[src/acq_pkg.sv]
// Constants, register map and state type for the line scan acquisition sequencer.
// Assumes a single 10 MHz core clock and a plain strobe register port.
package acq_pkg;
  localparam int ADDR_W = 8;
  localparam int DATA_W = 32;
  localparam int PIX_W = 12;
  localparam int LINE_W = 12;
  localparam int FPA_W = 8;

  localparam logic [ADDR_W-1:0] REG_CTRL = 8'h00;
  localparam logic [ADDR_W-1:0] REG_CMD = 8'h04;
  localparam logic [ADDR_W-1:0] REG_STATUS = 8'h08;
  localparam logic [ADDR_W-1:0] REG_LINE_START = 8'h0c;
  localparam logic [ADDR_W-1:0] REG_LINE_PIXELS = 8'h10;
  localparam logic [ADDR_W-1:0] REG_FRAME_LINES = 8'h14;
  localparam logic [ADDR_W-1:0] REG_FRAMES_PER_ARM = 8'h18;
  localparam logic [ADDR_W-1:0] REG_LINES_MAX = 8'h1c;
  localparam logic [ADDR_W-1:0] REG_LAST_LINES = 8'h20;

  localparam int CTRL_CONT_BIT = 0;
  localparam int CTRL_ARM_EN_BIT = 1;
  localparam int CTRL_FRM_EN_BIT = 2;
  localparam int CMD_START_BIT = 0;
  localparam int CMD_STOP_BIT = 1;
  localparam int CMD_ARM_BIT = 2;
  localparam int CMD_FRAME_BIT = 3;

  localparam logic [2:0] CTRL_RST = 3'h0;
  localparam logic [PIX_W-1:0] LINE_START_RST = 12'h000;
  localparam logic [PIX_W-1:0] LINE_PIXELS_RST = 12'h800;
  localparam logic [LINE_W-1:0] FRAME_LINES_RST = 12'h200;
  localparam logic [FPA_W-1:0] FPA_RST = 8'h01;
  localparam logic [FPA_W-1:0] FPA_MIN = 8'h01;

  localparam logic [LINE_W-1:0] LINES_ABS_MAX = 12'hfff;
  localparam logic [LINE_W-1:0] LINES_FLOOR = 12'h200;
  localparam logic [LINE_W-1:0] LINES_WIDE_MAX = 12'h800;
  localparam int SENSOR_PIXELS_DEF = 2048;

  typedef enum logic [1:0] {
    ST_IDLE = 2'b00,
    ST_WAIT_ARM = 2'b01,
    ST_WAIT_FRAME = 2'b11,
    ST_WAIT_LINE = 2'b10
  } acq_state_t;
endpackage : acq_pkg

[src/geom_if.sv]
// Carrier for requested and checked frame geometry between sequencer and checker.
// Assumes both ends share the core clock domain.
`timescale 1ns/100ps
interface geom_if;
  import acq_pkg::*;
  logic [PIX_W-1:0] req_start;
  logic [PIX_W-1:0] req_pixels;
  logic [LINE_W-1:0] req_lines;
  logic [PIX_W-1:0] start;
  logic [PIX_W-1:0] pixels;
  logic [LINE_W-1:0] lines;
  logic [LINE_W-1:0] lines_max;
  modport calc (input req_start, req_pixels, req_lines, output start, pixels, lines, lines_max);
  modport user (output req_start, req_pixels, req_lines, input start, pixels, lines, lines_max);
endinterface : geom_if

[src/frame_geometry.sv]
// Combinational geometry checker: clamps line window and frame height.
// Assumes requests come from registers in the same clock domain.
`timescale 1ns/100ps
module frame_geometry #(
  parameter int SENSOR_PIXELS = acq_pkg::SENSOR_PIXELS_DEF
) (
  input wire logic clk,
  input wire logic rst,
  geom_if.calc g
);
  import acq_pkg::*;
  localparam logic [PIX_W-1:0] SENS = PIX_W'(SENSOR_PIXELS);
  localparam logic [PIX_W-1:0] HALF = PIX_W'(SENSOR_PIXELS / 2);
  logic [PIX_W-1:0] room;

  initial begin
    if (SENSOR_PIXELS < 2 || SENSOR_PIXELS > 4095) $error("SENSOR_PIXELS out of range");
  end

  always_comb begin
    g.start = (g.req_start >= SENS) ? SENS - 12'h001 : g.req_start;
    room = SENS - g.start;
    if (g.req_pixels == 12'h000) begin
      g.pixels = 12'h001;
    end else if (g.req_pixels > room) begin
      g.pixels = room;
    end else begin
      g.pixels = g.req_pixels;
    end
    // Wide lines fill the line buffer sooner, so fewer of them fit a frame
    g.lines_max = (g.pixels > HALF) ? LINES_WIDE_MAX : LINES_ABS_MAX;
    if (g.req_lines == 12'h000) begin
      g.lines = 12'h001;
    end else if (g.req_lines > g.lines_max) begin
      g.lines = g.lines_max;
    end else begin
      g.lines = g.req_lines;
    end
  end

  AST_WINDOW_FITS: assert property (@(posedge clk) disable iff (rst)
    ({1'b0, g.start} + {1'b0, g.pixels}) <= {1'b0, SENS}) else $error("Line window overflow");
  AST_LINES_MAX_FLOOR: assert property (@(posedge clk) disable iff (rst)
    g.lines_max >= LINES_FLOOR && g.lines <= g.lines_max) else $error("Lines max bad");
endmodule : frame_geometry

[src/arm_counter.sv]
// Counts accepted frame triggers since the last arm and flags the limit.
// Assumes clear and step are one-cycle pulses never high together.
`timescale 1ns/100ps
module arm_counter #(
  parameter int W = acq_pkg::FPA_W
) (
  input wire logic clk,
  input wire logic rst,
  input wire logic clear,
  input wire logic step,
  input wire logic [W-1:0] limit,
  output logic reached
);
  logic [W-1:0] count_q;

  initial begin
    if (W < 1 || W > 16) $error("W out of range");
  end

  always_ff @(posedge clk or posedge rst) begin
    if (rst) begin
      count_q <= '0;
    end else if (clear) begin
      count_q <= '0;
    end else if (step && count_q != {W{1'b1}}) begin
      count_q <= count_q + 1'b1;
    end
  end

  assign reached = (count_q >= limit);

  AST_COUNT_STEP: assert property (@(posedge clk) disable iff (rst)
    step && !clear && count_q != {W{1'b1}} |=> count_q == $past(count_q) + 1'b1)
    else $error("Frame count did not advance");
endmodule : arm_counter

[src/acq_sequencer.sv]
// Acquisition sequencer: start/stop commands, arm/frame/line trigger states.
// Assumes trigger pulses are one cycle and synchronous to CORE_CLK.
`timescale 1ns/100ps
module acq_sequencer #(
  parameter int SENSOR_PIXELS = acq_pkg::SENSOR_PIXELS_DEF
) (
  input wire logic CORE_CLK,
  input wire logic RST,
  input wire logic [acq_pkg::ADDR_W-1:0] ADDR,
  input wire logic [acq_pkg::DATA_W-1:0] WDATA,
  input wire logic WR,
  input wire logic RD,
  output logic [acq_pkg::DATA_W-1:0] RDATA,
  input wire logic ARM_TRIG,
  input wire logic FRAME_TRIG,
  input wire logic LINE_TRIG,
  input wire logic LINE_DONE,
  output logic EXPOSE_START,
  output logic FRAME_DONE,
  output logic FRAME_PARTIAL,
  output logic [acq_pkg::LINE_W-1:0] FRAME_LINES,
  output logic ACQ_ACTIVE,
  output logic [1:0] ACQ_STATE,
  output logic [acq_pkg::PIX_W-1:0] LINE_START,
  output logic [acq_pkg::PIX_W-1:0] LINE_PIXELS
);
  import acq_pkg::*;

  acq_state_t state_q;
  logic [2:0] ctrl_q;
  logic [PIX_W-1:0] req_start_q, req_pixels_q;
  logic [LINE_W-1:0] req_lines_q;
  logic [FPA_W-1:0] fpa_q;
  logic [LINE_W-1:0] act_lines_q, line_cnt_q, last_lines_q;
  logic [PIX_W-1:0] act_start_q, act_pixels_q;
  logic expo_q, stop_pend_q, active_q;
  logic expose_q, done_q, partial_q;
  logic [DATA_W-1:0] rdata_q;
  logic cont_mode, arm_en, frm_en;
  logic cmd_wr, start_cmd, stop_cmd, arm_ev, frm_ev;
  logic line_ok, line_end, frame_full, in_frame, stop_req, frame_end;
  logic arm_accept, frm_accept, fpa_reached, geom_pend;
  logic [LINE_W-1:0] lines_next, lines_ended;

  geom_if g ();

  assign g.req_start = req_start_q;
  assign g.req_pixels = req_pixels_q;
  assign g.req_lines = req_lines_q;

  frame_geometry #(.SENSOR_PIXELS(SENSOR_PIXELS)) u_geom (
    .clk(CORE_CLK),
    .rst(RST),
    .g(g)
  );

  assign cont_mode = ctrl_q[CTRL_CONT_BIT];
  assign arm_en = ctrl_q[CTRL_ARM_EN_BIT];
  assign frm_en = ctrl_q[CTRL_FRM_EN_BIT];
  assign cmd_wr = WR && ADDR == REG_CMD;
  assign start_cmd = cmd_wr && WDATA[CMD_START_BIT];
  assign stop_cmd = cmd_wr && WDATA[CMD_STOP_BIT];
  assign arm_ev = ARM_TRIG || (cmd_wr && WDATA[CMD_ARM_BIT]);
  // Frame trigger off: the frame trigger is valid whenever a frame can start
  assign frm_ev = !frm_en || FRAME_TRIG || (cmd_wr && WDATA[CMD_FRAME_BIT]);

  assign line_ok = state_q == ST_WAIT_LINE && LINE_TRIG && !expo_q && !stop_req;
  assign line_end = expo_q && LINE_DONE;
  assign lines_next = line_cnt_q + 12'h001;
  assign frame_full = line_end && lines_next == act_lines_q;
  assign in_frame = state_q == ST_WAIT_LINE && (expo_q || line_cnt_q != 12'h000);
  assign stop_req = stop_cmd || stop_pend_q;
  // A stop mid-exposure waits for the line to end, then closes the frame
  assign frame_end = frame_full || (stop_req && in_frame && (line_end || !expo_q));
  assign lines_ended = line_end ? lines_next : line_cnt_q;
  assign arm_accept = state_q == ST_WAIT_ARM && arm_ev && !stop_cmd;
  assign frm_accept = state_q == ST_WAIT_FRAME && frm_ev && !stop_cmd;
  // Compare clamped values, else a clamped request would look pending forever
  assign geom_pend = g.start != act_start_q || g.pixels != act_pixels_q
                     || g.lines != act_lines_q;

  arm_counter #(.W(FPA_W)) u_arm_cnt (
    .clk(CORE_CLK),
    .rst(RST),
    .clear(arm_accept || (state_q == ST_IDLE && start_cmd)),
    .step(frm_accept),
    .limit(fpa_q),
    .reached(fpa_reached)
  );

  // Software settings
  always_ff @(posedge CORE_CLK or posedge RST) begin
    if (RST) begin
      ctrl_q <= CTRL_RST;
      req_start_q <= LINE_START_RST;
      req_pixels_q <= LINE_PIXELS_RST;
      req_lines_q <= FRAME_LINES_RST;
      fpa_q <= FPA_RST;
    end else if (WR) begin
      unique case (ADDR)
        REG_CTRL: ctrl_q <= WDATA[2:0];
        REG_LINE_START: req_start_q <= (WDATA[31:12] != 20'h00000) ? 12'hfff : WDATA[11:0];
        REG_LINE_PIXELS: req_pixels_q <= (WDATA[31:12] != 20'h00000) ? 12'hfff : WDATA[11:0];
        REG_FRAME_LINES: begin
          req_lines_q <= (WDATA[31:12] != 20'h00000) ? LINES_ABS_MAX : WDATA[11:0];
        end
        REG_FRAMES_PER_ARM: begin
          if (WDATA[31:8] == 24'h000000 && WDATA[7:0] >= FPA_MIN) begin
            fpa_q <= WDATA[7:0];
          end
        end
        default: ;
      endcase
    end
  end

  // Geometry in use only follows requests while capture is off
  always_ff @(posedge CORE_CLK or posedge RST) begin
    if (RST) begin
      act_start_q <= LINE_START_RST;
      act_pixels_q <= LINE_PIXELS_RST;
      act_lines_q <= FRAME_LINES_RST;
    end else if (state_q == ST_IDLE) begin
      act_start_q <= g.start;
      act_pixels_q <= g.pixels;
      act_lines_q <= g.lines;
    end
  end

  // Capture state
  always_ff @(posedge CORE_CLK or posedge RST) begin
    if (RST) begin
      state_q <= ST_IDLE;
    end else begin
      unique case (state_q)
        ST_IDLE: begin
          if (start_cmd) begin
            state_q <= arm_en ? ST_WAIT_ARM : ST_WAIT_FRAME;
          end
        end
        ST_WAIT_ARM: begin
          if (stop_cmd) begin
            state_q <= ST_IDLE;
          end else if (arm_ev) begin
            state_q <= ST_WAIT_FRAME;
          end
        end
        ST_WAIT_FRAME: begin
          if (stop_cmd) begin
            state_q <= ST_IDLE;
          end else if (frm_ev) begin
            state_q <= ST_WAIT_LINE;
          end
        end
        ST_WAIT_LINE: begin
          if (stop_cmd && !in_frame) begin
            state_q <= ST_IDLE;
          end else if (frame_end) begin
            if (!cont_mode || stop_req) begin
              state_q <= ST_IDLE;
            end else if (arm_en && fpa_reached) begin
              state_q <= ST_WAIT_ARM;
            end else begin
              state_q <= ST_WAIT_FRAME;
            end
          end
        end
      endcase
    end
  end

  // Own flop so the active pin is registered, not decoded from the state
  always_ff @(posedge CORE_CLK or posedge RST) begin
    if (RST) begin
      active_q <= 1'b0;
    end else if (state_q == ST_IDLE) begin
      active_q <= start_cmd;
    end else if (state_q == ST_WAIT_LINE) begin
      active_q <= !((stop_cmd && !in_frame) || (frame_end && (!cont_mode || stop_req)));
    end else begin
      active_q <= !stop_cmd;
    end
  end

  // Line progress and pending stop
  always_ff @(posedge CORE_CLK or posedge RST) begin
    if (RST) begin
      expo_q <= 1'b0;
      line_cnt_q <= 12'h000;
      stop_pend_q <= 1'b0;
    end else begin
      if (line_ok) begin
        expo_q <= 1'b1;
      end else if (line_end) begin
        expo_q <= 1'b0;
      end
      if (frm_accept || frame_end) begin
        line_cnt_q <= 12'h000;
      end else if (line_end) begin
        line_cnt_q <= lines_next;
      end
      if (frame_end || state_q == ST_IDLE) begin
        stop_pend_q <= 1'b0;
      end else if (stop_cmd && in_frame) begin
        stop_pend_q <= 1'b1;
      end
    end
  end

  // Outputs toward exposure and transmit paths
  always_ff @(posedge CORE_CLK or posedge RST) begin
    if (RST) begin
      expose_q <= 1'b0;
      done_q <= 1'b0;
      partial_q <= 1'b0;
      last_lines_q <= 12'h000;
    end else begin
      expose_q <= line_ok;
      done_q <= frame_end;
      partial_q <= frame_end && !frame_full;
      if (frame_end) begin
        last_lines_q <= lines_ended;
      end
    end
  end

  // Register read port, data valid one cycle after the strobe
  always_ff @(posedge CORE_CLK or posedge RST) begin
    if (RST) begin
      rdata_q <= '0;
    end else if (RD) begin
      unique case (ADDR)
        REG_CTRL: rdata_q <= {29'h0, ctrl_q};
        REG_STATUS: rdata_q <= {26'h0, geom_pend, stop_pend_q, expo_q,
                                state_q != ST_IDLE, state_q};
        REG_LINE_START: rdata_q <= {20'h0, req_start_q};
        REG_LINE_PIXELS: rdata_q <= {20'h0, req_pixels_q};
        REG_FRAME_LINES: rdata_q <= {20'h0, req_lines_q};
        REG_FRAMES_PER_ARM: rdata_q <= {24'h0, fpa_q};
        REG_LINES_MAX: rdata_q <= {20'h0, g.lines_max};
        REG_LAST_LINES: rdata_q <= {20'h0, last_lines_q};
        default: rdata_q <= '0;
      endcase
    end else begin
      rdata_q <= '0;
    end
  end

  assign RDATA = rdata_q;
  assign EXPOSE_START = expose_q;
  assign FRAME_DONE = done_q;
  assign FRAME_PARTIAL = partial_q;
  assign FRAME_LINES = last_lines_q;
  assign ACQ_ACTIVE = active_q;
  assign ACQ_STATE = state_q;
  assign LINE_START = act_start_q;
  assign LINE_PIXELS = act_pixels_q;

  AST_LINE_GATED: assert property (@(posedge CORE_CLK) disable iff (RST)
    state_q != ST_WAIT_LINE |=> !EXPOSE_START) else $error("Exposure outside frame");
  AST_LINE_EXPOSES: assert property (@(posedge CORE_CLK) disable iff (RST)
    state_q == ST_WAIT_LINE && LINE_TRIG && !expo_q && !stop_req |=> EXPOSE_START && expo_q)
    else $error("Valid line trigger lost");
  AST_ARM_BLOCKS_FRAME: assert property (@(posedge CORE_CLK) disable iff (RST)
    state_q == ST_WAIT_ARM && !arm_ev |=> state_q inside {ST_WAIT_ARM, ST_IDLE})
    else $error("Frame trigger taken while unarmed");
  AST_ARM_ADVANCE: assert property (@(posedge CORE_CLK) disable iff (RST)
    arm_accept |=> state_q == ST_WAIT_FRAME) else $error("Arm not taken");
  AST_FRAME_ADVANCE: assert property (@(posedge CORE_CLK) disable iff (RST)
    frm_accept |=> state_q == ST_WAIT_LINE ##0 line_cnt_q == 12'h000)
    else $error("Frame trigger not taken");
  AST_STOP_IDLE: assert property (@(posedge CORE_CLK) disable iff (RST)
    stop_cmd && state_q != ST_IDLE && !in_frame |=> state_q == ST_IDLE)
    else $error("Idle stop not immediate");
  AST_STOP_PARTIAL: assert property (@(posedge CORE_CLK) disable iff (RST)
    stop_pend_q && line_end && !frame_full |=> FRAME_DONE && FRAME_PARTIAL
    && state_q == ST_IDLE && FRAME_LINES == $past(lines_next)) else $error("Partial frame bad");
  AST_SINGLE_STOPS: assert property (@(posedge CORE_CLK) disable iff (RST)
    frame_end && !cont_mode |=> state_q == ST_IDLE ##1 !FRAME_DONE)
    else $error("Single frame kept capturing");
  AST_CONT_REARM: assert property (@(posedge CORE_CLK) disable iff (RST)
    frame_full && cont_mode && !stop_req && !(arm_en && fpa_reached)
    |=> state_q == ST_WAIT_FRAME) else $error("Continuous capture halted");
  AST_GEOM_HELD: assert property (@(posedge CORE_CLK) disable iff (RST)
    state_q != ST_IDLE && $past(state_q) != ST_IDLE |-> $stable(act_lines_q)
    && $stable(act_pixels_q)) else $error("Geometry changed mid capture");
  AST_FPA_RANGE: assert property (@(posedge CORE_CLK) disable iff (RST)
    fpa_q >= FPA_MIN) else $error("Frames per arm zero");
  AST_START_NEEDED: assert property (@(posedge CORE_CLK) disable iff (RST)
    state_q == ST_IDLE && !start_cmd |=> state_q == ST_IDLE && !EXPOSE_START)
    else $error("Capture without start command");
  AST_AUTO_ARM: assert property (@(posedge CORE_CLK) disable iff (RST)
    state_q == ST_IDLE && start_cmd && !arm_en |=> state_q == ST_WAIT_FRAME)
    else $error("Arm not generated internally");
  AST_ACTIVE_PIN: assert property (@(posedge CORE_CLK) disable iff (RST)
    ACQ_ACTIVE == (state_q != ST_IDLE)) else $error("Active flag out of step");
  AST_PARTIAL_WITH_DONE: assert property (@(posedge CORE_CLK) disable iff (RST)
    FRAME_PARTIAL |-> FRAME_DONE) else $error("Partial flag without frame end");

  COV_FULL_FRAME: cover property (@(posedge CORE_CLK) disable iff (RST) frame_full);
  COV_PARTIAL: cover property (@(posedge CORE_CLK) disable iff (RST) frame_end && !frame_full);
  COV_REARM: cover property (@(posedge CORE_CLK) disable iff (RST)
    frame_end && state_q == ST_WAIT_LINE && arm_en && fpa_reached && cont_mode && !stop_req);
  COV_STOP_MID_LINE: cover property (@(posedge CORE_CLK) disable iff (RST) stop_cmd && expo_q);
  COV_SINGLE_DONE: cover property (@(posedge CORE_CLK) disable iff (RST) frame_end && !cont_mode);
endmodule : acq_sequencer

[config.mk]
export PLATFORM = sky130hd
export DESIGN_NAME = acq_sequencer
export DESIGN_NICKNAME = d
export VERILOG_FILES = /design/src/acq_pkg.sv /design/src/geom_if.sv /design/src/frame_geometry.sv /design/src/arm_counter.sv /design/src/acq_sequencer.sv
export SDC_FILE = /design/constraint.sdc
export NUM_CORES = 1
export LEC_CHECK = 0
export ABC_AREA = 1
export BUFFER_PORTS_ARGS = -buffer_cell sky130_fd_sc_hd__buf_2
export CAP_MARGIN = 20
export CORE_MARGIN = 4
export CORE_UTILIZATION = 45
export DETAILED_ROUTE_END_ITERATION = 6
export HOLD_SLACK_MARGIN = 0.06
export PLACE_DENSITY_LB_ADDON = 0.3
export SYNTH_ARGS = -nofsm -noshare
export SYNTH_HDL_FRONTEND = slang
export SYNTH_SLANG_ARGS = --single-unit
export TNS_END_PERCENT = 30
[constraint.sdc]
create_clock -name CORE_CLK -period 5.45 [get_ports CORE_CLK]
set_input_delay 0.8175 -clock CORE_CLK [delete_from_list [all_inputs] [get_ports CORE_CLK]]
set_output_delay 0.8175 -clock CORE_CLK [all_outputs]
set_load 0.03 [all_outputs]
======== Yosys cells after proc, flatten, opt, wreduce, memory -nomap -nowiden ========
Cells that the tools add are included.
storage, ports and cells
  flip-flop bits (word level) ............. 155
  bits in latches ......................... 0
  bits in writable memories ............... 0
  bits in read-only memories .............. 0
  bits of input ports ..................... 48
  output and inout port bits .............. 74
  word-level logic and storage cells ...... 142
  memories kept ........................... 0
cells by class
  add/subtract/negate cells ............... 3
  multipliers ............................. 0
  div/mod/pow operators ................... 0
  magnitude comparators ................... 6
  equal/unequal tests ..................... 20
  shifts and indexed selects .............. 0
  muxes and demuxes ....................... 30
  bitwise operators ....................... 0
  reductions and logical operators ........ 64
operator list
  kind                                                                     number
  12-bit 2-to-1 mux                                                        8
  12-bit one-hot mux with 8 select lines                                   1
  12-bit != test                                                           3
  8-bit by 5-bit equality test with 1-bit output (second input constant)   4
  32-bit 2-to-1 mux                                                        1
  1-bit logical AND                                                        25
  12-bit > comparator                                                      2
  12-bit logical NOT                                                       2
  24-bit logical NOT                                                       1
  2-bit 2-to-1 mux                                                         10
  20-bit nonzero test                                                      1
  8-bit by 4-bit equality test with 1-bit output (second input constant)   2
  8-bit 2-to-1 mux                                                         2
  1-bit logical OR                                                         14
  12-bit by 1-bit adder with 12-bit output (second input constant)         1
  12-bit equality test                                                     1
  12-bit >= comparator (second input constant)                             1
  12-bit by 11-bit > comparator with 1-bit output (second input constant)  1
  12-bit nonzero test                                                      1
  12-bit subtractor (first input constant)                                 1
  11-bit 2-to-1 mux                                                        1
  8-bit by 1-bit adder with 8-bit output (second input constant)           1
  8-bit by 3-bit equality test with 1-bit output (second input constant)   1
  8-bit by 6-bit equality test with 1-bit output (second input constant)   1
  17 further kinds                                                         37

======== Depth between registers and ports, before layout ========
Gate-level depths: netlist (run 1).
  depth in word-level cells ............... 15
  mapped depth ............................ 43
  mapped depth without buffers ............ 42

======== Hierarchy ========
A second synthesis (run 1) with hierarchy kept.
unflattened totals
  cells, all modules ...................... 1,278
  area total of the unflattened synthesis .. 9,132.5 sq um
by module, submodules not included
  module          times used  cells each  area each (sq um)  seq. area each (sq um)
  acq_sequencer   1           880         6,772.7            3,184.3
  frame_geometry  1           292         1,646.6            0.0
  arm_counter     1           106         713.2              200.2

======== Least setup slack after synthesis (run 1) ========
OpenSTA, ideal clock, no wires.
  path type ............................... reg2reg
  start point ............................. reg req_start_q[11] (netlist: g.req_start[11])
  end point ............................... reg rdata_q[5] (netlist: RDATA[5])
  setup time .............................. 0.137 ns
  arrival time ............................ 4.813 ns
  data required time ...................... 5.313 ns
  path slack .............................. 0.500 ns
  stages on the path, launching flop included .. 43
  path buffers ............................ 3
  clock period less this slack ............ 4.950 ns
  path through ............................ dfrtp_1 buf_12 nor2_1 ha_1 nand3_1 inv_1 nand2_1 nand2_1 nand2_2 ha_1 nand2_1 inv_1 nand2_1 nor2_2 nand4_2 nand2_2 buf_2 nand2_1 (+7 left out) nand2_1 inv_1 nand3_1 nor3_1 inv_1 a21oi_1 o22ai_2 inv_1 nand3_4 buf_12 nand3_2 nand2_1 nor2_1 nand2_1 nor2_1 nand2_1 nand2_1 a21oi_2
on the way
  longest elaborated chain between the ends .. 15
  elaborated cells between the ends (all ways) .. 18
  those cells by class .................... add/sub (1); order compare (4); eq/ne (3); mux (8); reduce/logical (2)
ends and longest elaborated chain
  what                                             RTL line              text
  start: declaration                               acq_sequencer.sv:31   logic [PIX_W-1:0] req_start_q, req_pixels_q;
  start signal: assignment                         acq_sequencer.sv:102  REG_LINE_START: req_start_q <= (WDATA[31:12] != 20'h00000) ? 12'hfff : WDATA[11:0];
  12-bit >= comparator                             frame_geometry.sv:21  g.start = (g.req_start >= SENS) ? SENS - 12'h001 : g.req_start;
  12-bit 2-to-1 mux *                              frame_geometry.sv:21
  12-bit subtractor                                frame_geometry.sv:22  room = SENS - g.start;
  12-bit > comparator                              frame_geometry.sv:25  end else if (g.req_pixels > room) begin
  12-bit 2-to-1 mux                                frame_geometry.sv:25
  12-bit 2-to-1 mux                                frame_geometry.sv:23  if (g.req_pixels == 12'h000) begin
  12-bit by 11-bit > comparator with 1-bit output  frame_geometry.sv:31  g.lines_max = (g.pixels > HALF) ? LINES_WIDE_MAX : LINES_ABS_MAX;
  11-bit 2-to-1 mux                                frame_geometry.sv:31
  12-bit > comparator                              frame_geometry.sv:34  end else if (g.req_lines > g.lines_max) begin
  12-bit 2-to-1 mux                                frame_geometry.sv:34
  12-bit 2-to-1 mux                                frame_geometry.sv:32  if (g.req_lines == 12'h000) begin
  12-bit != test                                   acq_sequencer.sv:80   || g.lines != act_lines_q;
  1-bit logical OR                                 acq_sequencer.sv:80
  12-bit one-hot mux with 8 select lines *         acq_sequencer.sv:232  unique case (ADDR)
  32-bit 2-to-1 mux *                              acq_sequencer.sv:231  end else if (RD) begin
  end signal: assignment                           acq_sequencer.sv:233  REG_CTRL: rdata_q <= {29'h0, ctrl_q};
  end signal: assignment                           acq_sequencer.sv:234  REG_STATUS: rdata_q <= {26'h0, geom_pend, stop_pend_q, expo_q,
  end signal: assignment                           acq_sequencer.sv:236  REG_LINE_START: rdata_q <= {20'h0, req_start_q};
  end: declaration                                 acq_sequencer.sv:38   logic [DATA_W-1:0] rdata_q;
Mark *: on every way between the ends. The rest lies on a longest branch, timed or not.
A chain may end at the register's enable or synchronous reset.

======== Final worst setup path (run 1) ========
Same ends and word-level chain as after synthesis.

==> results of run 1 <==
==> synth_stat cells, drive strengths merged <==
cell	instances
nand2	279
inv	152
o21ai	136
dfrtp	130
nor2	121
nand3	61
ha	35
a21oi	32
buf	26
clkbuf	25
nand4	20
nor4	19
xor2	18
nor3	12
a31oi	9
or2	9
o22ai	6
a221oi	5
dfstp	5
a2111oi	4
nand3b	4
xnor2	4
o2111ai	3
a211oi	2
a21o	2
a31o	2
and2	2
o211ai	2
o21a	2
o221ai	2
a211o	1
a21boi	1
a32oi	1
clkinv	1
conb	1
o2bb2ai	1
o31ai	1
==> power breakdown <==
group	switching [uW]	total, uW	leakage, uW	internal [uW]
sequential	223	1430	0.00178	1210
clock	469	1140	0.000280	674
combinational	1140	1740	0.00301	603
total	1830	4320	0.00507	2480
==> per-stage QoR <==
stage	power [uW]	area, um^2	cells
after global placement	2970	9220	1451
final	4320	10300	1516
after CTS	4150	9830	1487
after detailed placement	2990	9220	1451
after global routing	4610	10300	1516
after floorplan	2570	8630	1155
==> layout make-up <==
cell class,instances,area [um^2],share of cell area [%]
clock buffer,17,425,4.11
inverter,153,594,5.75
timing repair inverter,2,13.8,0.133
clock inverter,15,151,1.46
sequential,135,3390,32.7
tap,234,293,2.83
multi-input combinational,819,4630,44.8
timing repair buffer,141,847,8.19
==> critical path, delay by kind of cell, from the launching register on <==
| kind | cells | cell delay, ns |
|---|---|---|
| xor+xnor | 1 | 0.17 |
| flops | 1 | 0.46 |
| compound gates | 3 | 0.42 |
| fa+ha+maj | 2 | 0.55 |
| simple gates | 22 | 2.75 |
| buf+inv | 7 | 0.88 |
==> routing by layer <==
metal | GRT usage [%] | wire, um
met5 | 0 | 0
met4 | 5.89 | 450
met3 | 6.10 | 1990
met2 | 35.2 | 11700
met1 | 33.9 | 11500
==> registers in the layout, indices dropped and copies added (netlist names), 12 cells and up <==
name          cells
FRAME_LINES      12
LINE_PIXELS      12
LINE_START       12
RDATA            12
act_lines_q      12
g.req_lines      12
g.req_pixels     12
g.req_start      12
line_cnt_q       12
==> worst paths after layout <==
check                                                  from                          end  slack, ns  cells after the start
min in group asynchronous                               RST   g.req_start[4]$_DFFE_PP0P_       0.59                      2
max in group asynchronous                               RST  LINE_PIXELS[11]$_DFFE_PP1P_       3.87                      3
worst max register to register  g.req_start[11]$_DFFE_PP0P_           RDATA[5]$_DFF_PP0_       0.10                     35
worst min register to register         fpa_q[1]$_DFFE_PP0P_         fpa_q[1]$_DFFE_PP0P_       0.49                      2
worst max-delay path            g.req_start[11]$_DFFE_PP0P_           RDATA[5]$_DFF_PP0_       0.10                     35
worst min-delay path                   fpa_q[1]$_DFFE_PP0P_         fpa_q[1]$_DFFE_PP0P_       0.49                      2
==> kinds of logic (layout without fill, tap and decap cells) <==
kind of cell | count (synthesis) | count (layout)
compound gates | 212 | 212
buf+inv | 204 | 328
other cells | 1 | 20
xor+xnor | 22 | 22
fa+ha+maj | 35 | 35
simple gates | 527 | 530
flops | 135 | 135
==> repair_timing <==
item                                   in CTS  in global routing
setup endpoints to repair                   1                  7
setup buffers                               3                 24
endpoints found under the hold margin       0                  0
gates resized for setup                     3                 60
gates cloned                                1                  5
pin swaps                                   3                 31
==> flow_metrics.py, run 1 <==
metrics = {
    "outcome": {
        "status": "finished, final reports clean",
    },
    "timing": {
        "grt_setup_unrepaired": "yes",
        "hold_viol_final": 0,
        "fin_crit_sh_pct": 98.1,
        "fin_crit_ns": 5.35,
        "holdWs_ns": 0.487,
        "timing.slew.headroom_pct": 32.7,
        "layout_setup_ws_ns": 0.105,
        "drv_slew": 0,
        "setup_viol": 0,
        "tightest_slew_ns": 1.01,
        "max_freq_mhz": 187,
        "skew_ns": 0.0135,
        "fin_setup_tns_ns": 0,
    },
    "worst_setup_path": {
        "worstSetupPathType": "flop to flop",
        "cpMostUsedCell": "nand2_1",
        "worst-endpoint-arrival_ns": 5.64,
        "crit_slowest_cell": "dfrtp_2",
        "crit_path_max_fanout": 6,
        "critPathLaunchType": "flop",
        "critPathCaptureType": "flop",
        "crit_required_ns": 5.75,
        "crit_path_max_incr_delay_ns": 0.46,
    },
    "pwr": {
        "power.density_nw_per_um2": 417,
        "power.static_leakage_uw": 0.00507,
        "ir_drop_uv": 244,
    },
    "route": {
        "via_per_inst": 5.39,
        "num_vias": 8171,
        "drtIter0Drc": 628,
        "wl_mm": 25.7,
        "ant_nets": 0,
        "drc": 0,
        "post_drt_wl_per_cell_um": 17.0,
        "firstDrtPassIters": 5,
    },
    "logic_synthesis": {
        "synth_compound_area_share_pct": 14.1,
        "synthCells": 1136,
        "netlist_area_um2": 8560,
        "muxShareOfSynthArea_pct": 0,
        "synthXorXnorAreaFrac_pct": 2.34,
        "yosysSeqAreaShare_pct": 39.5,
        "ys_warn_count": 0,
        "synth_top_family_by_area": "simple AND/OR/NAND/NOR gates",
        "yosysTopAreaCell": "dfrtp_1",
        "ys_types": 60,
        "ys_ff_latch": 135,
        "syn_avg_cell_area_um2": 7.54,
        "synth_area_leaders": "dfrtp_1, nand2_1, o21ai_0",
        "netlist.area_leader.share_pct": 38.0,
        "synth_simple_gate_area_share_pct": 28.5,
        "synth_adder_area_share_pct": 5.11,
    },
    "floorplan": {
        "ios": 122,
        "dieHeight_um": 146,
        "die_w_um": 146,
        "rows": 50,
        "start_util_pct": 45.8,
        "dieArea_um2": 21300,
        "core_um2": 18700,
    },
    "placed_design": {
        "dp_hpwl_mm": 18.9,
        "gp_congestion": 1.01,
        "portBuffers": 101,
        "preCtsSetupSlack_ns": -0.0808,
    },
    "clock_tree": {
        "h-tree-depth": 4,
        "clockBufferDepth": 2,
        "cts_tree": "yes",
        "clock_latency_ns": 0.43,
        "clk_pin_slew_ns": 0.06,
        "cts_buffers": 17,
        "clkSinkCount": 135,
        "ctsHoldBuffers": 0,
        "cts_root_buf": "clkbuf_16",
    },
    "flow_run": {
        "max-cap-violations": 0,
    },
    "global_routing": {
        "grt_overflow_total": 0,
        "grt_pass1_vias": 7473,
        "antenna_found_initial": 0,
        "grtUsageTotal_pct": 23.4,
        "grt_pass1_wl_mm": 39.9,
        "grt_max_degree": 107,
    },
    "final_layout": {
        "nNetsFinal": 1352,
        "diodes": 0,
        "utilization_pct": 55.3,
        "drive_gt1_share_pct": 22.5,
        "fillers": 1747,
        "area_growth_pct": 20.8,
        "layout_common_cells": "nand2_1, inv_1, o21ai_0",
        "final_common_cell": "nand2_1",
    },
    "worst_hold_path": {
        "hold_path_class": "flop to flop",
    },
}
No activity file was read; power rests on OpenSTA's default activity.
==> run 2, diff against run 1 <==
--- a/config.mk
+++ b/config.mk
@@ -12,7 +12,7 @@
 export CORE_UTILIZATION = 45
 export DETAILED_ROUTE_END_ITERATION = 6
 export HOLD_SLACK_MARGIN = 0.06
-export PLACE_DENSITY_LB_ADDON = 0.3
+export PLACE_DENSITY = 0.65
 export SYNTH_ARGS = -nofsm -noshare
 export SYNTH_HDL_FRONTEND = slang
 export SYNTH_SLANG_ARGS = --single-unit
==> run 2 against run 1 <==
Effect of this change: sequential power hardly changed; highest routed layer unchanged; routed wire length is 0.35% lower; largest power group unchanged; sequential cell count stayed put; first-iteration DRC count is 5.9% higher; worst setup slack better by 0.11 ns; clock skew is 0.0073 ns lower; count of clock-buffer cells in the layout is 2 higher; largest cell class unchanged; non-clock buffer count is 6 lower.
==> flow_metrics.py, run 2 (synthesis results as in run 1) <==
metrics = {
    "outcome": {
        "status": "finished, final reports clean",
    },
    "placed_design": {
        "gp_congestion": 0.953,
        "portBuffers": 101,
        "dp_hpwl_mm": 19.2,
        "preCtsSetupSlack_ns": 0.0248,
    },
    "floorplan": {
        "start_util_pct": 45.8,
        "ios": 122,
        "dieArea_um2": 21300,
        "core_um2": 18700,
        "die_w_um": 146,
        "dieHeight_um": 146,
        "rows": 50,
    },
    "pwr": {
        "p_int_uw": 2510,
        "pwr-share-comb_pct": 39.8,
        "power.share.switching_pct": 42.1,
        "power.static_leakage_uw": 0.00506,
        "seqPwrFrac_pct": 33.2,
        "switchingPower_uw": 1820,
        "power_uw": 4330,
        "power_frac_clock_pct": 27.0,
        "power.density_nw_per_um2": 419,
        "ir_drop_uv": 228,
    },
    "final_layout": {
        "area_growth_pct": 20.6,
        "layout_common_cells": "nand2_1, inv_1, o21ai_0",
        "drive_gt1_share_pct": 22.2,
        "diodes": 0,
        "final_common_cell": "nand2_1",
        "nNetsFinal": 1343,
        "fillers": 1713,
    },
    "worst_setup_path": {
        "crit_path_max_fanout": 11,
        "cpMostUsedCell": "nand2_1",
        "timing.rr.start": "g.req_start[11]$_DFFE_PP0P_",
        "critPathCaptureType": "flop",
        "crit_path_max_incr_delay_ns": 0.46,
        "worstSetupPathType": "flop to flop",
        "crit_required_ns": 5.72,
        "critPathLaunchType": "flop",
        "rrSetupSlack_ns": 0.21,
        "worst-endpoint-arrival_ns": 5.51,
        "startpoint": "g.req_start[11]$_DFFE_PP0P_",
        "crit_slowest_cell": "dfrtp_2",
    },
    "timing": {
        "holdWs_ns": 0.491,
        "fin_crit_ns": 5.24,
        "drv_slew": 0,
        "max_freq_mhz": 191,
        "tightest_slew_ns": 1.15,
        "skew_ns": 0.00618,
        "timing.slew.headroom_pct": 21.4,
        "fin_setup_tns_ns": 0,
        "layout_setup_ws_ns": 0.211,
        "fin_crit_sh_pct": 96.1,
        "setup_viol": 0,
        "hold_viol_final": 0,
    },
    "route": {
        "via_per_inst": 5.34,
        "drc": 0,
        "num_vias": 8048,
        "post_drt_wl_per_cell_um": 17.0,
        "ant_nets": 0,
        "drtIter0Drc": 665,
        "wl_mm": 25.6,
        "firstDrtPassIters": 5,
    },
    "clock_tree": {
        "clockBufferDepth": 2,
        "cts_root_buf": "clkbuf_16",
        "h-tree-depth": 4,
        "cts_tree": "yes",
        "cts_buffers": 17,
        "ctsHoldBuffers": 0,
        "clock_latency_ns": 0.43,
        "clkSinkCount": 135,
        "clk_pin_slew_ns": 0.06,
    },
    "global_routing": {
        "antenna_found_initial": 0,
        "grt_pass1_vias": 7224,
        "grt_max_degree": 94,
        "grt_pass1_wl_mm": 39.3,
        "grt_overflow_total": 0,
        "grtUsageTotal_pct": 23.3,
    },
    "worst_hold_path": {
        "min_from": "fpa_q[2]$_DFFE_PP0P_",
        "hold_path_class": "flop to flop",
    },
    "flow_run": {
        "max-cap-violations": 0,
    },
}
## run 2: worst paths after layout
path                       cells past startpoint                    endpoint
max                                           34          RDATA[5]$_DFF_PP0_
min                                            2        fpa_q[2]$_DFFE_PP0P_
max reg2reg                                   34          RDATA[5]$_DFF_PP0_
min reg2reg                                    2        fpa_q[2]$_DFFE_PP0P_
max in group asynchronous                      3     line_cnt_q[7]$_DFF_PP0_
min in group asynchronous                      2  g.req_start[6]$_DFFE_PP0P_
## run 2: worst max-delay path, delay by kind of cell (launching register included)
kind | cells | cell delay (ns)
xor+xnor | 1 | 0.14
fa+ha+maj | 2 | 0.62
buf+inv | 6 | 0.73
flops | 1 | 0.46
simple gates | 22 | 2.61
compound gates | 3 | 0.53
## run 2: area by class of cell
class / count / area [um^2] / area share, %
timing repair buffer: 135 / 843 / 8.16
timing repair inverter: 1 / 7.51 / 0.0727
inverter: 153 / 592 / 5.73
sequential: 135 / 3390 / 32.8
tap: 234 / 293 / 2.83
multi-input combinational: 817 / 4610 / 44.6
clock buffer: 19 / 453 / 4.38
clock inverter: 13 / 146 / 1.42
## run 2: per-layer routing
metal  GRT usage [%]  wire length, um  up-vias  share of wire (%)
li1                -                -     3947                  -
met1            34.3            11700     3761                 46
met2            34.0            11400      301                 45
met3            4.17             1780       39                7.0
met4            8.88              653        0                2.5
met5               0                0        -                  0
## run 2: repair_timing
| action | 4_1_cts | 5_1_grt |
|---|---|---|
| setup endpoints to repair | 0 | 11 |
| resized for setup | 0 | 65 |
| setup buffers | 0 | 21 |
## run 2: per-stage QoR
| step | area [um^2] | cells | util (%) |
|---|---|---|---|
| after floorplan | 8630 | 1155 | - |
| after CTS | 9800 | 1481 | 52.4 |
| final | 10300 | 1507 | 55.2 |
| after global placement | 9200 | 1449 | 49.2 |
| after global routing | 10300 | 1507 | 55.2 |
| after detailed placement | 9200 | 1449 | 49.2 |
## run 2: power by group through the flow
stage	logic, uW	registers (uW)	clock network [uW]
6_report	1720	1440	1170
5_1_grt	1910	1460	1230
4_1_cts	1560	1430	1180
3_5_place_dp	1550	1440	0
3_3_place_gp	1530	1440	0
2_1_floorplan	1000	1570	0
==> run 3, diff against run 2 <==
--- a/config.mk
+++ b/config.mk
@@ -8,6 +8,7 @@
 export ABC_AREA = 1
 export BUFFER_PORTS_ARGS = -buffer_cell sky130_fd_sc_hd__buf_2
 export CAP_MARGIN = 20
+export CORE_ASPECT_RATIO = 0.75
 export CORE_MARGIN = 4
 export CORE_UTILIZATION = 45
 export DETAILED_ROUTE_END_ITERATION = 6
==> run 3 against run 2 <==
Effect of this change: register-to-register slack lost 0.04 ns; clock power is 14% higher; total power grew 4.7%; final cell count up 1.0%; sequential cell count is the same; routed wire length is 3.0% higher; critical path depth grew 5; critical path type unchanged; highest routed layer unchanged.
==> flow_metrics.py, run 3 (synthesis results as in run 1) <==
metrics = {
    "outcome": {
        "status": "finished, final reports clean",
    },
    "worst_setup_path": {
        "worst-endpoint-arrival_ns": 5.57,
        "cpMostUsedCell": "nand2_1",
        "crit_required_ns": 5.74,
        "reg2reg_depth": 39,
        "crit_slowest_cell": "dfrtp_2",
        "worstSetupPathType": "flop to flop",
        "critPathLaunchType": "flop",
        "crit_path_max_fanout": 11,
        "crit_path_max_incr_delay_ns": 0.49,
        "critPathCaptureType": "flop",
    },
    "clock_tree": {
        "clockBufferDepth": 2,
        "clk_pin_slew_ns": 0.06,
        "cts_tree": "yes",
        "ctsHoldBuffers": 0,
        "clkSinkCount": 135,
        "cts_root_buf": "clkbuf_16",
        "clock_latency_ns": 0.43,
        "h-tree-depth": 4,
        "cts_buffers": 17,
    },
    "floorplan": {
        "dieArea_um2": 21300,
        "core_um2": 18600,
        "ios": 122,
        "start_util_pct": 46.1,
        "dieHeight_um": 127,
        "rows": 43,
        "die_w_um": 167,
    },
    "pwr": {
        "ir_drop_uv": 342,
        "switchingPower_uw": 1850,
        "power.density_nw_per_um2": 433,
        "p_int_uw": 2680,
        "power.share.switching_pct": 40.9,
        "power_uw": 4530,
        "pwr-share-comb_pct": 38.7,
        "seqPwrFrac_pct": 31.8,
        "power.static_leakage_uw": 0.00511,
        "power_frac_clock_pct": 29.4,
    },
    "route": {
        "via_per_inst": 5.39,
        "num_vias": 8205,
        "drtIter0Drc": 947,
        "wl_mm": 26.4,
        "drc": 0,
        "post_drt_wl_per_cell_um": 17.3,
        "ant_nets": 0,
        "firstDrtPassIters": 7,
    },
    "timing": {
        "drv_slew": 0,
        "fin_crit_ns": 5.28,
        "fin_crit_sh_pct": 96.8,
        "fin_setup_tns_ns": 0,
        "skew_ns": 0.00834,
        "max_freq_mhz": 190,
        "grt_setup_unrepaired": "yes",
        "setup_viol": 0,
        "tightest_slew_ns": 0.865,
        "timing.slew.headroom_pct": 42.3,
        "hold_viol_final": 0,
    },
    "final_layout": {
        "fillers": 1725,
        "diodes": 0,
        "utilization_pct": 56.4,
        "final_common_cell": "nand2_1",
        "drive_gt1_share_pct": 22.1,
        "nNetsFinal": 1345,
        "area_growth_pct": 22.2,
        "layout_common_cells": "nand2_1, inv_1, o21ai_0",
    },
    "worst_hold_path": {
        "hold_path_class": "flop to flop",
        "hold_depth": 2,
    },
    "placed_design": {
        "gp_congestion": 0.959,
        "dp_hpwl_mm": 19.6,
        "portBuffers": 101,
    },
    "global_routing": {
        "grt_overflow_total": 0,
        "grt_max_degree": 94,
        "grt_pass1_vias": 7353,
        "grtUsageTotal_pct": 24.0,
        "grt_pass1_wl_mm": 40.4,
        "antenna_found_initial": 0,
    },
    "flow_run": {
        "max-cap-violations": 0,
    },
}
## run 3: changes by cell type in the layout (fill, tap and decap cells not counted), moves of 3 or more
| cell | delta |
|---|---|
| nand3_2 | -4 |
| clkbuf_1 | +3 |
| nor2_1 | -3 |
| ha_1 | -3 |
| bufinv_16 | +4 |
| nand3_1 | +3 |
| ha_4 | +3 |
| nand2_1 | +3 |
| nand2_2 | -3 |
| clkinvlp_4 | -4 |
| buf_4 | +3 |
## run 3: path summary, 6_finish.rpt
check,startpoint,to,slack (ns)
worst max-delay path,g.req_start[11]$_DFFE_PP0P_,RDATA[5]$_DFF_PP0_,0.17
worst min-delay path,fpa_q[1]$_DFFE_PP0P_,fpa_q[1]$_DFFE_PP0P_,0.48
worst max register to register,g.req_start[11]$_DFFE_PP0P_,RDATA[5]$_DFF_PP0_,0.17
worst min register to register,fpa_q[1]$_DFFE_PP0P_,fpa_q[1]$_DFFE_PP0P_,0.48
max in group asynchronous,RST,stop_pend_q$_DFFE_PP0P_,3.76
min in group asynchronous,RST,g.req_start[8]$_DFFE_PP0P_,0.59
## run 3: final cells by class
cell class              instances  area, um^2  area share, %
flip-flops and latches        135        3390           32.4
repair inverters                1        7.51         0.0718
repair buffers                136         807           7.72
inverters                     153         592           5.66
clock inverters                11         219           2.09
clock buffers                  21         450           4.31
well taps                     247         309           2.95
multi-input cells             818        4690           44.8
## run 3: per-layer routing
layer | up-vias | share of wire, % | GRT usage [%]
met2 | 352 | 42 | 33.8
met4 | 0 | 1.5 | 5.58
met5 | - | 0 | 0
met1 | 3858 | 48 | 37.4
li1 | 3963 | - | -
met3 | 32 | 8.3 | 5.54
## run 3: power by group through the flow
| stage | Sequential (uW) | Combinational (uW) | Clock (uW) |
|---|---|---|---|
| floorplan | 1570 | 1000 | 0 |
| global placement | 1440 | 1540 | 0 |
| detailed placement | 1440 | 1560 | 0 |
| CTS | 1430 | 1580 | 1340 |
| global route | 1470 | 1950 | 1390 |
| finish | 1440 | 1760 | 1330 |
## run 3: what timing repair did
action                     CTS  global route
setup endpoints to repair    1            11
pin swaps                    1            30
gates cloned                 0             3
resized for setup            3            68
buffers inserted             1            22
## run 3: worst max-delay path: cells and delay by family, from the launching register on
kind | cells | cell delay (ns)
fa+ha+maj | 2 | 0.55
xor+xnor | 1 | 0.16
compound gates | 2 | 0.26
flops | 1 | 0.49
buf+inv | 9 | 1.05
simple gates | 25 | 2.61
## run 3: through the flow
| step | hold WS [ns] | area (um^2) | instances | setup WS [ns] |
|---|---|---|---|---|
| after floorplan | 0.453 | 8630 | 1155 | 0.500 |
| after global placement | 0.470 | 9220 | 1463 | 0.106 |
| after detailed placement | 0.477 | 9220 | 1463 | -0.133 |
| after CTS | 0.492 | 9910 | 1496 | 0.00586 |
| after global routing | 0.543 | 10500 | 1522 | -0.119 |
| final | 0.483 | 10500 | 1522 | 0.173 |
